<file path="config.mk">
export PLATFORM = sky130hd
export DESIGN_NAME = abx_executor
export DESIGN_NICKNAME = d
export VERILOG_FILES = /design/src/design/abx_pkg.sv /design/src/design/abx_executor.sv
export SDC_FILE = /design/constraint.sdc
export NUM_CORES = 2
export LEC_CHECK = 0
export BUFFER_PORTS_ARGS = -buffer_cell sky130_fd_sc_hd__buf_2
export CAP_MARGIN = 20
export CORE_ASPECT_RATIO = 0.8
export CORE_MARGIN = 8
export CORE_UTILIZATION = 25
export DETAILED_ROUTE_END_ITERATION = 10
export SLEW_MARGIN = 20
export SYNTH_ARGS = -nofsm -noshare
export SYNTH_HDL_FRONTEND = slang
export SYNTH_SLANG_ARGS = --single-unit
</file>
<file path="constraint.sdc">
create_clock -name aclk -period 9.45 [get_ports aclk]
set_clock_uncertainty 0.05 [all_clocks]
set_input_delay 1.4175 -clock aclk [delete_from_list [all_inputs] [get_ports aclk]]
set_output_delay 1.4175 -clock aclk [all_outputs]
set_load 0.05 [all_outputs]
</file>
<file path="src/design/abx_pkg.sv">
`default_nettype none
package abx_pkg;

  localparam int          ABX_ADDR_W       = 12;
  localparam int          ABX_INSTR_W      = 14;

  // Register byte offsets
  localparam logic [11:0] ABX_INSTR_OFS    = 12'h000;
  localparam logic [11:0] ABX_ACC_OFS      = 12'h004;
  localparam logic [11:0] ABX_STATUS_OFS   = 12'h008;
  localparam logic [11:0] ABX_CYCLES_OFS   = 12'h00C;
  localparam logic [11:0] ABX_FILE_BASE    = 12'h200;
  localparam logic [11:0] ABX_FILE_MASK    = 12'hE00;

  // Values after reset
  localparam logic [13:0] ABX_INSTR_RST    = 14'h0000;
  localparam logic [7:0]  ABX_ACC_RST      = 8'h00;
  localparam logic [2:0]  ABX_FLAGS_RST    = 3'h0;
  localparam logic [31:0] ABX_CYCLES_RST   = 32'h0000_0000;

  // Status register bit positions
  localparam int          ABX_SKIP_BIT     = 3;

  // Instruction field positions
  localparam int          ABX_DEST_BIT     = 7;
  localparam int          ABX_BITPOS_LSB   = 7;

  // Opcode prefixes
  localparam logic [5:0]  ABX_ADD_REG_PFX  = 6'h07;
  localparam logic [5:0]  ABX_AND_REG_PFX  = 6'h05;
  localparam logic [3:0]  ABX_BIT_CLR_PFX  = 4'h4;
  localparam logic [3:0]  ABX_BIT_SET_PFX  = 4'h5;
  localparam logic [3:0]  ABX_TEST_PFX     = 4'h6;
  localparam logic [4:0]  ABX_ADD_IMM_PFX  = 5'h1F;
  localparam logic [5:0]  ABX_AND_IMM_PFX  = 6'h39;

  localparam logic [1:0]  ABX_RESP_OKAY    = 2'h0;
  localparam logic [1:0]  ABX_RESP_DECERR  = 2'h3;

  typedef enum logic [2:0] {
    ABX_NO_OP,
    ABX_ADD_IMMEDIATE_OP,
    ABX_ADD_REGISTER_OP,
    ABX_AND_IMMEDIATE_OP,
    ABX_AND_REGISTER_OP,
    ABX_BIT_CLEAR_OP,
    ABX_BIT_SET_OP,
    ABX_TEST_SKIP_IF_ZERO_OP
  } abx_op_e;

  typedef struct packed {
    logic zero;
    logic half_byte_flag;
    logic carry;
  } abx_flags_s;

  typedef struct packed {
    abx_op_e    op;
    logic       dest;
    logic [2:0] bitpos;
    logic [6:0] file_addr;
    logic [7:0] lit;
  } abx_dec_s;

  function automatic abx_dec_s abx_decode(input logic [13:0] ins);
    abx_dec_s d;
    d.dest      = ins[ABX_DEST_BIT];
    d.bitpos    = ins[ABX_BITPOS_LSB +: 3];
    d.file_addr = ins[6:0];
    d.lit       = ins[7:0];
    if (ins[13:9] == ABX_ADD_IMM_PFX) begin
      d.op = ABX_ADD_IMMEDIATE_OP;
    end else if (ins[13:8] == ABX_AND_IMM_PFX) begin
      d.op = ABX_AND_IMMEDIATE_OP;
    end else if (ins[13:8] == ABX_ADD_REG_PFX) begin
      d.op = ABX_ADD_REGISTER_OP;
    end else if (ins[13:8] == ABX_AND_REG_PFX) begin
      d.op = ABX_AND_REGISTER_OP;
    end else if (ins[13:10] == ABX_BIT_CLR_PFX) begin
      d.op = ABX_BIT_CLEAR_OP;
    end else if (ins[13:10] == ABX_BIT_SET_PFX) begin
      d.op = ABX_BIT_SET_OP;
    end else if (ins[13:10] == ABX_TEST_PFX) begin
      d.op = ABX_TEST_SKIP_IF_ZERO_OP;
    end else begin
      d.op = ABX_NO_OP;
    end
    return d;
  endfunction

endpackage
`default_nettype wire

</file>
<file path="src/design/abx_executor.sv">
`timescale 1ns/1ps
`default_nettype none
module abx_executor
  import abx_pkg::*;
(
  input  wire logic                  aclk,
  input  wire logic                  aresetn,
  input  wire logic [ABX_ADDR_W-1:0] s_axi_awaddr,
  input  wire logic [2:0]            s_axi_awprot,
  input  wire logic                  s_axi_awvalid,
  output var  logic                  s_axi_awready,
  input  wire logic [31:0]           s_axi_wdata,
  input  wire logic [3:0]            s_axi_wstrb,
  input  wire logic                  s_axi_wvalid,
  output var  logic                  s_axi_wready,
  output var  logic [1:0]            s_axi_bresp,
  output var  logic                  s_axi_bvalid,
  input  wire logic                  s_axi_bready,
  input  wire logic [ABX_ADDR_W-1:0] s_axi_araddr,
  input  wire logic [2:0]            s_axi_arprot,
  input  wire logic                  s_axi_arvalid,
  output var  logic                  s_axi_arready,
  output var  logic [31:0]           s_axi_rdata,
  output var  logic [1:0]            s_axi_rresp,
  output var  logic                  s_axi_rvalid,
  input  wire logic                  s_axi_rready
);

  ////////////////////////////////////////////////////////////////////////////
  logic [ABX_ADDR_W-1:0] awaddr;
  logic [ABX_ADDR_W-1:0] next_awaddr;
  logic [31:0]           wdata;
  logic [31:0]           next_wdata;
  logic [3:0]            wstrb;
  logic [3:0]            next_wstrb;
  logic                  next_awready;
  logic                  next_wready;
  logic                  next_bvalid;
  logic [1:0]            next_bresp;
  logic                  next_arready;
  logic                  next_rvalid;
  logic [31:0]           next_rdata;
  logic [1:0]            next_rresp;
  logic                  commit;
  logic [13:0]           instr;
  logic [13:0]           next_instr;
  logic [7:0]            acc;
  logic [7:0]            next_acc;
  abx_flags_s            flags;
  abx_flags_s            next_flags;
  logic                  skip;
  logic                  next_skip;
  logic [31:0]           cycles;
  logic [31:0]           next_cycles;
  logic [7:0]            data_file [128];
  logic                  mem_we;
  logic [6:0]            mem_addr;
  logic [7:0]            mem_data;
  logic                  exec;
  logic [13:0]           instr_word;
  abx_dec_s              dec;
  logic [7:0]            file_rd;
  logic [7:0]            opnd;
  logic [8:0]            sum9;
  logic [4:0]            sum5;
  logic [7:0]            andv;
  function automatic logic is_mapped(input logic [ABX_ADDR_W-1:0] a);
    return (a == ABX_INSTR_OFS) || (a == ABX_ACC_OFS) || (a == ABX_STATUS_OFS) ||
           (a == ABX_CYCLES_OFS) ||
           (((a & ABX_FILE_MASK) == ABX_FILE_BASE) && (a[1:0] == 2'h0));
  endfunction
  function automatic logic [31:0] read_mux(input logic [ABX_ADDR_W-1:0] a);
    logic [31:0] v;
    v = 32'h0000_0000;
    if (a == ABX_INSTR_OFS) begin
      v[13:0] = instr;
    end else if (a == ABX_ACC_OFS) begin
      v[7:0] = acc;
    end else if (a == ABX_STATUS_OFS) begin
      v[2:0]          = flags;
      v[ABX_SKIP_BIT] = skip;
    end else if (a == ABX_CYCLES_OFS) begin
      v = cycles;
    end else if (is_mapped(a)) begin
      v[7:0] = data_file[a[8:2]];
    end
    return v;
  endfunction

  ////////////////////////////////////////////////////////////////////////////
  // Bus slave: address and data taken in either order, response after both
  assign commit = !s_axi_awready && !s_axi_wready && !s_axi_bvalid;
  always_comb begin
    next_awaddr  = awaddr;
    next_wdata   = wdata;
    next_wstrb   = wstrb;
    next_awready = s_axi_awready;
    next_wready  = s_axi_wready;
    next_bvalid  = s_axi_bvalid;
    next_bresp   = s_axi_bresp;
    next_arready = s_axi_arready;
    next_rvalid  = s_axi_rvalid;
    next_rdata   = s_axi_rdata;
    next_rresp   = s_axi_rresp;
    if (s_axi_awvalid && s_axi_awready) begin
      next_awaddr  = s_axi_awaddr;
      next_awready = 1'b0;
    end
    if (s_axi_wvalid && s_axi_wready) begin
      next_wdata  = s_axi_wdata;
      next_wstrb  = s_axi_wstrb;
      next_wready = 1'b0;
    end
    if (commit) begin
      next_bvalid = 1'b1;
      next_bresp  = is_mapped(awaddr) ? ABX_RESP_OKAY : ABX_RESP_DECERR;
    end
    if (s_axi_bvalid && s_axi_bready) begin
      next_bvalid  = 1'b0;
      next_awready = 1'b1;
      next_wready  = 1'b1;
    end
    if (s_axi_arvalid && s_axi_arready) begin
      next_arready = 1'b0;
      next_rvalid  = 1'b1;
      next_rdata   = read_mux(s_axi_araddr);
      next_rresp   = is_mapped(s_axi_araddr) ? ABX_RESP_OKAY : ABX_RESP_DECERR;
    end
    if (s_axi_rvalid && s_axi_rready) begin
      next_rvalid  = 1'b0;
      next_arready = 1'b1;
    end
  end

  always_ff @(posedge aclk) begin
    if (!aresetn) begin
      awaddr        <= '0;
      wdata         <= 32'h0000_0000;
      wstrb         <= 4'h0;
      s_axi_awready <= 1'b1;
      s_axi_wready  <= 1'b1;
      s_axi_bvalid  <= 1'b0;
      s_axi_bresp   <= ABX_RESP_OKAY;
      s_axi_arready <= 1'b1;
      s_axi_rvalid  <= 1'b0;
      s_axi_rdata   <= 32'h0000_0000;
      s_axi_rresp   <= ABX_RESP_OKAY;
    end else begin
      awaddr        <= next_awaddr;
      wdata         <= next_wdata;
      wstrb         <= next_wstrb;
      s_axi_awready <= next_awready;
      s_axi_wready  <= next_wready;
      s_axi_bvalid  <= next_bvalid;
      s_axi_bresp   <= next_bresp;
      s_axi_arready <= next_arready;
      s_axi_rvalid  <= next_rvalid;
      s_axi_rdata   <= next_rdata;
      s_axi_rresp   <= next_rresp;
    end
  end

  ////////////////////////////////////////////////////////////////////////////
  // Datapath: one committed write to the instruction register that strobes byte 0 or 1 is one cycle
  assign instr_word = {wstrb[1] ? wdata[13:8] : instr[13:8],
                       wstrb[0] ? wdata[7:0]  : instr[7:0]};
  assign exec       = commit && (awaddr == ABX_INSTR_OFS) && (wstrb[1:0] != 2'h0);
  assign dec        = abx_decode(instr_word);
  assign file_rd    = data_file[dec.file_addr];
  assign opnd       = (dec.op == ABX_ADD_IMMEDIATE_OP || dec.op == ABX_AND_IMMEDIATE_OP) ?
                      dec.lit : file_rd;
  assign sum9       = {1'b0, acc} + {1'b0, opnd};
  assign sum5       = {1'b0, acc[3:0]} + {1'b0, opnd[3:0]};
  assign andv       = acc & opnd;
  always_comb begin
    next_instr  = instr;
    next_acc    = acc;
    next_flags  = flags;
    next_skip   = skip;
    next_cycles = cycles;
    mem_we      = 1'b0;
    mem_addr    = dec.file_addr;
    mem_data    = file_rd;
    if (exec) begin
      next_instr  = instr_word;
      next_cycles = cycles + 32'h0000_0001;
      if (skip) begin
        next_skip = 1'b0;
      end else begin
        case (dec.op)
          ABX_ADD_IMMEDIATE_OP, ABX_ADD_REGISTER_OP: begin
            next_flags.carry          = sum9[8];
            next_flags.half_byte_flag = sum5[4];
            next_flags.zero           = (sum9[7:0] == 8'h00);
            if (dec.op == ABX_ADD_REGISTER_OP && dec.dest) begin
              mem_we   = 1'b1;
              mem_data = sum9[7:0];
            end else begin
              next_acc = sum9[7:0];
            end
          end
          ABX_AND_IMMEDIATE_OP, ABX_AND_REGISTER_OP: begin
            next_flags.zero = (andv == 8'h00);
            if (dec.op == ABX_AND_REGISTER_OP && dec.dest) begin
              mem_we   = 1'b1;
              mem_data = andv;
            end else begin
              next_acc = andv;
            end
          end
          ABX_BIT_CLEAR_OP: begin
            mem_we                = 1'b1;
            mem_data[dec.bitpos]  = 1'b0;
          end
          ABX_BIT_SET_OP: begin
            mem_we                = 1'b1;
            mem_data[dec.bitpos]  = 1'b1;
          end
          ABX_TEST_SKIP_IF_ZERO_OP: begin
            next_skip = !file_rd[dec.bitpos];
          end
          default: ;
        endcase
      end
    end else if (commit && wstrb[0]) begin
      if (awaddr == ABX_ACC_OFS) begin
        next_acc = wdata[7:0];
      end else if (awaddr == ABX_STATUS_OFS) begin
        next_flags = abx_flags_s'(wdata[2:0]);
      end else if (is_mapped(awaddr) && awaddr != ABX_CYCLES_OFS &&
                   awaddr != ABX_INSTR_OFS) begin
        mem_we   = 1'b1;
        mem_addr = awaddr[8:2];
        mem_data = wdata[7:0];
      end
    end
  end

  always_ff @(posedge aclk) begin
    if (!aresetn) begin
      instr  <= ABX_INSTR_RST;
      acc    <= ABX_ACC_RST;
      flags  <= ABX_FLAGS_RST;
      skip   <= 1'b0;
      cycles <= ABX_CYCLES_RST;
    end else begin
      instr  <= next_instr;
      acc    <= next_acc;
      flags  <= next_flags;
      skip   <= next_skip;
      cycles <= next_cycles;
    end
  end

  // Data registers hold no reset value
  always_ff @(posedge aclk) begin
    if (mem_we) begin
      data_file[mem_addr] <= mem_data;
    end
  end

  logic live;
  assign live = exec && !skip;
endmodule
`default_nettype wire

</file>
==> impl_results.md <==
* Hold Crit Class: register to register
* IO buf count at 87
* Htree depth at 3
* CTS Root Cell: clkbuf_16
* CTS sink count at 1149
* Cell-internal power at 8231 uW
* Drt pass-1 iters at 7
* WP data arrival at 8.65 ns
* Initial antenna violation count at 10
* Yosys Warn Count at 0
* # rows at 156
* VDD IR-drop max at 0.0001454 V
* CTS max path bufs at 3
* Slew HR at 13.65%
* Power per cell area at 170.3 nW/um^2
* Max Freq at 120.0 MHz
* Placed cell area at 60790 sq um
* FF-to-FF setup slack at 1.12 ns
* Synth top cells by count: edfxtp_1, nand2_1, mux4_2
* Global Route Usage Sum at 15.53%
* Final Max Tran Viols at 0
* Fraction of layout cells with a size suffix above 1 at 18.24%
* Critical path fanouts, max at 80
* Area Growth Syn to Fin at 12.68%
* Vias in the first global route at 38.55k
* CORE AREA at 226400 sq um
* Hold Crit Endpoint: s_axi_rdata[8]
* Crit end category: register
* Largest net degree at the start of global routing at 113
* Post-Syn Area per Cell at 13.22 sq um
* Ys flop type: edfxtp_1
* Placed Cells at 7160
* Chip Width at 550.0 um
* Seq/Total Area, Yosys at 58.31%
* Average vias per placed instance at 5.517
* Async set or reset register ratio after synthesis at 0%
* Final #Nets at 4356
* Area share of the largest cell type after synthesis at 53.92%
* Final hold slack at 0.4145 ns
* Yosys cell types at 87
* Leakage Power at 0.01971 uW
* Crit Reg-Reg Endpoint: data_file[124][7]
* Seq pwr share at 51.9%
* Ports at 114
* Clock group share of total power at 39.4%
* Mapped Area at 57030 sq um
* WL per Instance at 26.82 um
* Total nets after synthesis at 4398
* Detailed Route Iter0 Violations at 6546
* # setup viols final at 0
* Initial Util at 25.19%
* Crit share post-route at 88.17%
* Count leader, synth: edfxtp_1
* DP HPWL at 126000 um
* Combinational Power Share at 8.7%
* #FFs+latches synth at 1149
* Routability congestion estimate at 0.9225
* DRC viols at 0
* Post-layout power at 10940 uW
* CTS tree: yes
* Min Tclk post-route at 8.332 ns
* Global route total overflow at 0
* Final WL at 197500 um
* Die height at 443.2 um
* Min-Delay Path Depth at 2
* Critical path required time at 9.77 ns
* Post-CTS Setup Inserts at 0
* Tightest Pin Transition at 1.288 ns
* Post-synth top area cell: edfxtp_1
* DR vias at 40.63k
* CTS Hold Bufs at 0
* Die area at 243700 sq um
* Crit Path Category: register to register
* RSZ-0062 raised after global routing: false
* Quantity of gates resized following cts at 0
* Number of synthesized flops with an enable pin at 1024
* Synth area leaders: edfxtp_1, mux4_2, nand2_1
* Layout Cells excl Fill at 7365
* Max Cap Viol at 0
* Post-route ant nets at 0
* Status: finished clean
* Post-Syn Instances at 4313
* Clock slew at reported path FFs at 0.07 ns
* Post-route setup TNS at 0 ns
* R2r worst-path depth at 18
* Post-route cell area at 64250 sq um
* Sw Ratio at 24.79%
* Hold Crit Start: s_axi_rdata[8]
* Net Switching at 2713 uW
* First-pass GRT wire length at 282800 um
* TritonCTS Buffers at 105
* Endpoints failing hold at 0
* Worst skew pair latency at 0.75 ns
* Critical R2R Launch: wstrb[0]
* Startpoint types: register
-- layout by cell type, fill, tap and decap left out, types with 40 or more instances in the layout --
cell type and instances:
edfxtp_1 1024, nand2_1 706, mux4_2 358, nor2_1 297, nand3_1 252, o21ai_0 173, mux2i_1 157, dfxtp_1 120
clkbuf_16 107, buf_4 91, buf_2 83, a21oi_1 70, a22oi_1 43, a31oi_1 41, a21boi_0 40
-- worst max-delay path, cell delays in order (launching register included) --
cell       delay (ns)
dfxtp_4          0.86
mux2i_4          0.58
buf_12           0.36
buf_4            0.42
nand2_1          0.09
a32o_1           0.28
o311ai_1         0.91
nand4_1          0.68
o31ai_1          0.53
mux2_2           0.31
ha_1             0.26
a21oi_1          0.20
o21ai_0          0.14
a2111oi_0        0.46
nor3_1           0.14
xor2_1           0.36
a221oi_1         0.20
o21ai_4          0.20
buf_4            0.74
-- final cells by class --
type                    count  area (sq um)
fillers                 22766        162200
flip-flops and latches   1149         33270
multi-input cells        2800         22310
well taps                3002          3756
clock buffers             134          2830
repair buffers            193          1460
clock inverters            60         533.0
inverters                  22         82.58
diodes                      5         12.51
-- through the flow --
step | worst slack [ns] | util [%]
final | 1.118 | 28.38
after global routing | 0.9115 | 28.37
after CTS | 1.540 | 28.33
after detailed placement | 1.606 | 26.85
after global placement | 1.631 | 26.83
after floorplan | 1.015 | -
-- worst max path at each step --
stage	endpoint	slack (ns)	startpoint
final	data_file[124][7]	1.12	wstrb[0]
after global routing	data_file[124][7]	0.91	wstrb[0]
after CTS	data_file[124][7]	1.54	wstrb[0]
after detailed placement	data_file[122][7]	1.61	wstrb[0]
after global placement	data_file[122][7]	1.63	wstrb[0]
after floorplan	data_file[0][4]	1.01	wstrb[0]
-- state kept, by name, indices dropped and copies added (netlist names), 3 cells and up --
signal       flops
data_file     1024
wdata           14
cycles          32
acc              8
s_axi_rdata     32
instr           14
awaddr          12
flags            3
-- routing by layer --
| layer | routed length (um) | vias up | global-route usage, % |
|---|---|---|---|
| met1 | 79220 | 20422 | 21.91 |
| met2 | 81780 | 2979 | 21.85 |
| met3 | 29560 | 456 | 6.022 |
| li1 | - | 16765 | - |
| met4 | 6736 | 10 | 4.607 |
| met5 | 237 | - | 0.5127 |
-- cells by family (layout without fill, tap and decap cells) --
family | after synthesis | in the layout | synth area share (%)
adders and majority gates | 12 | 12 | 0.2765
AOI/OAI and AO/OA | 730 | 730 | 9.066
xor gates and xnor gates | 33 | 33 | 0.5068
buffers and inverters | 364 | 409 | 3.072
other | 0 | 5 | 0
DFF | 1149 | 1149 | 58.31
muxes | 543 | 543 | 17.45
and+or+nand+nor | 1482 | 1482 | 11.32
-- power by group through the flow --
stage | registers, uW | logic [uW] | clock network (uW)
finish | 5680 | 950 | 4320
global route | 5670 | 986 | 4540
CTS | 5680 | 923 | 4350
detailed placement | 5790 | 923 | 0
global placement | 5790 | 906 | 0
floorplan | 5800 | 548 | 0
No activity file was read; power rests on OpenSTA's default activity.
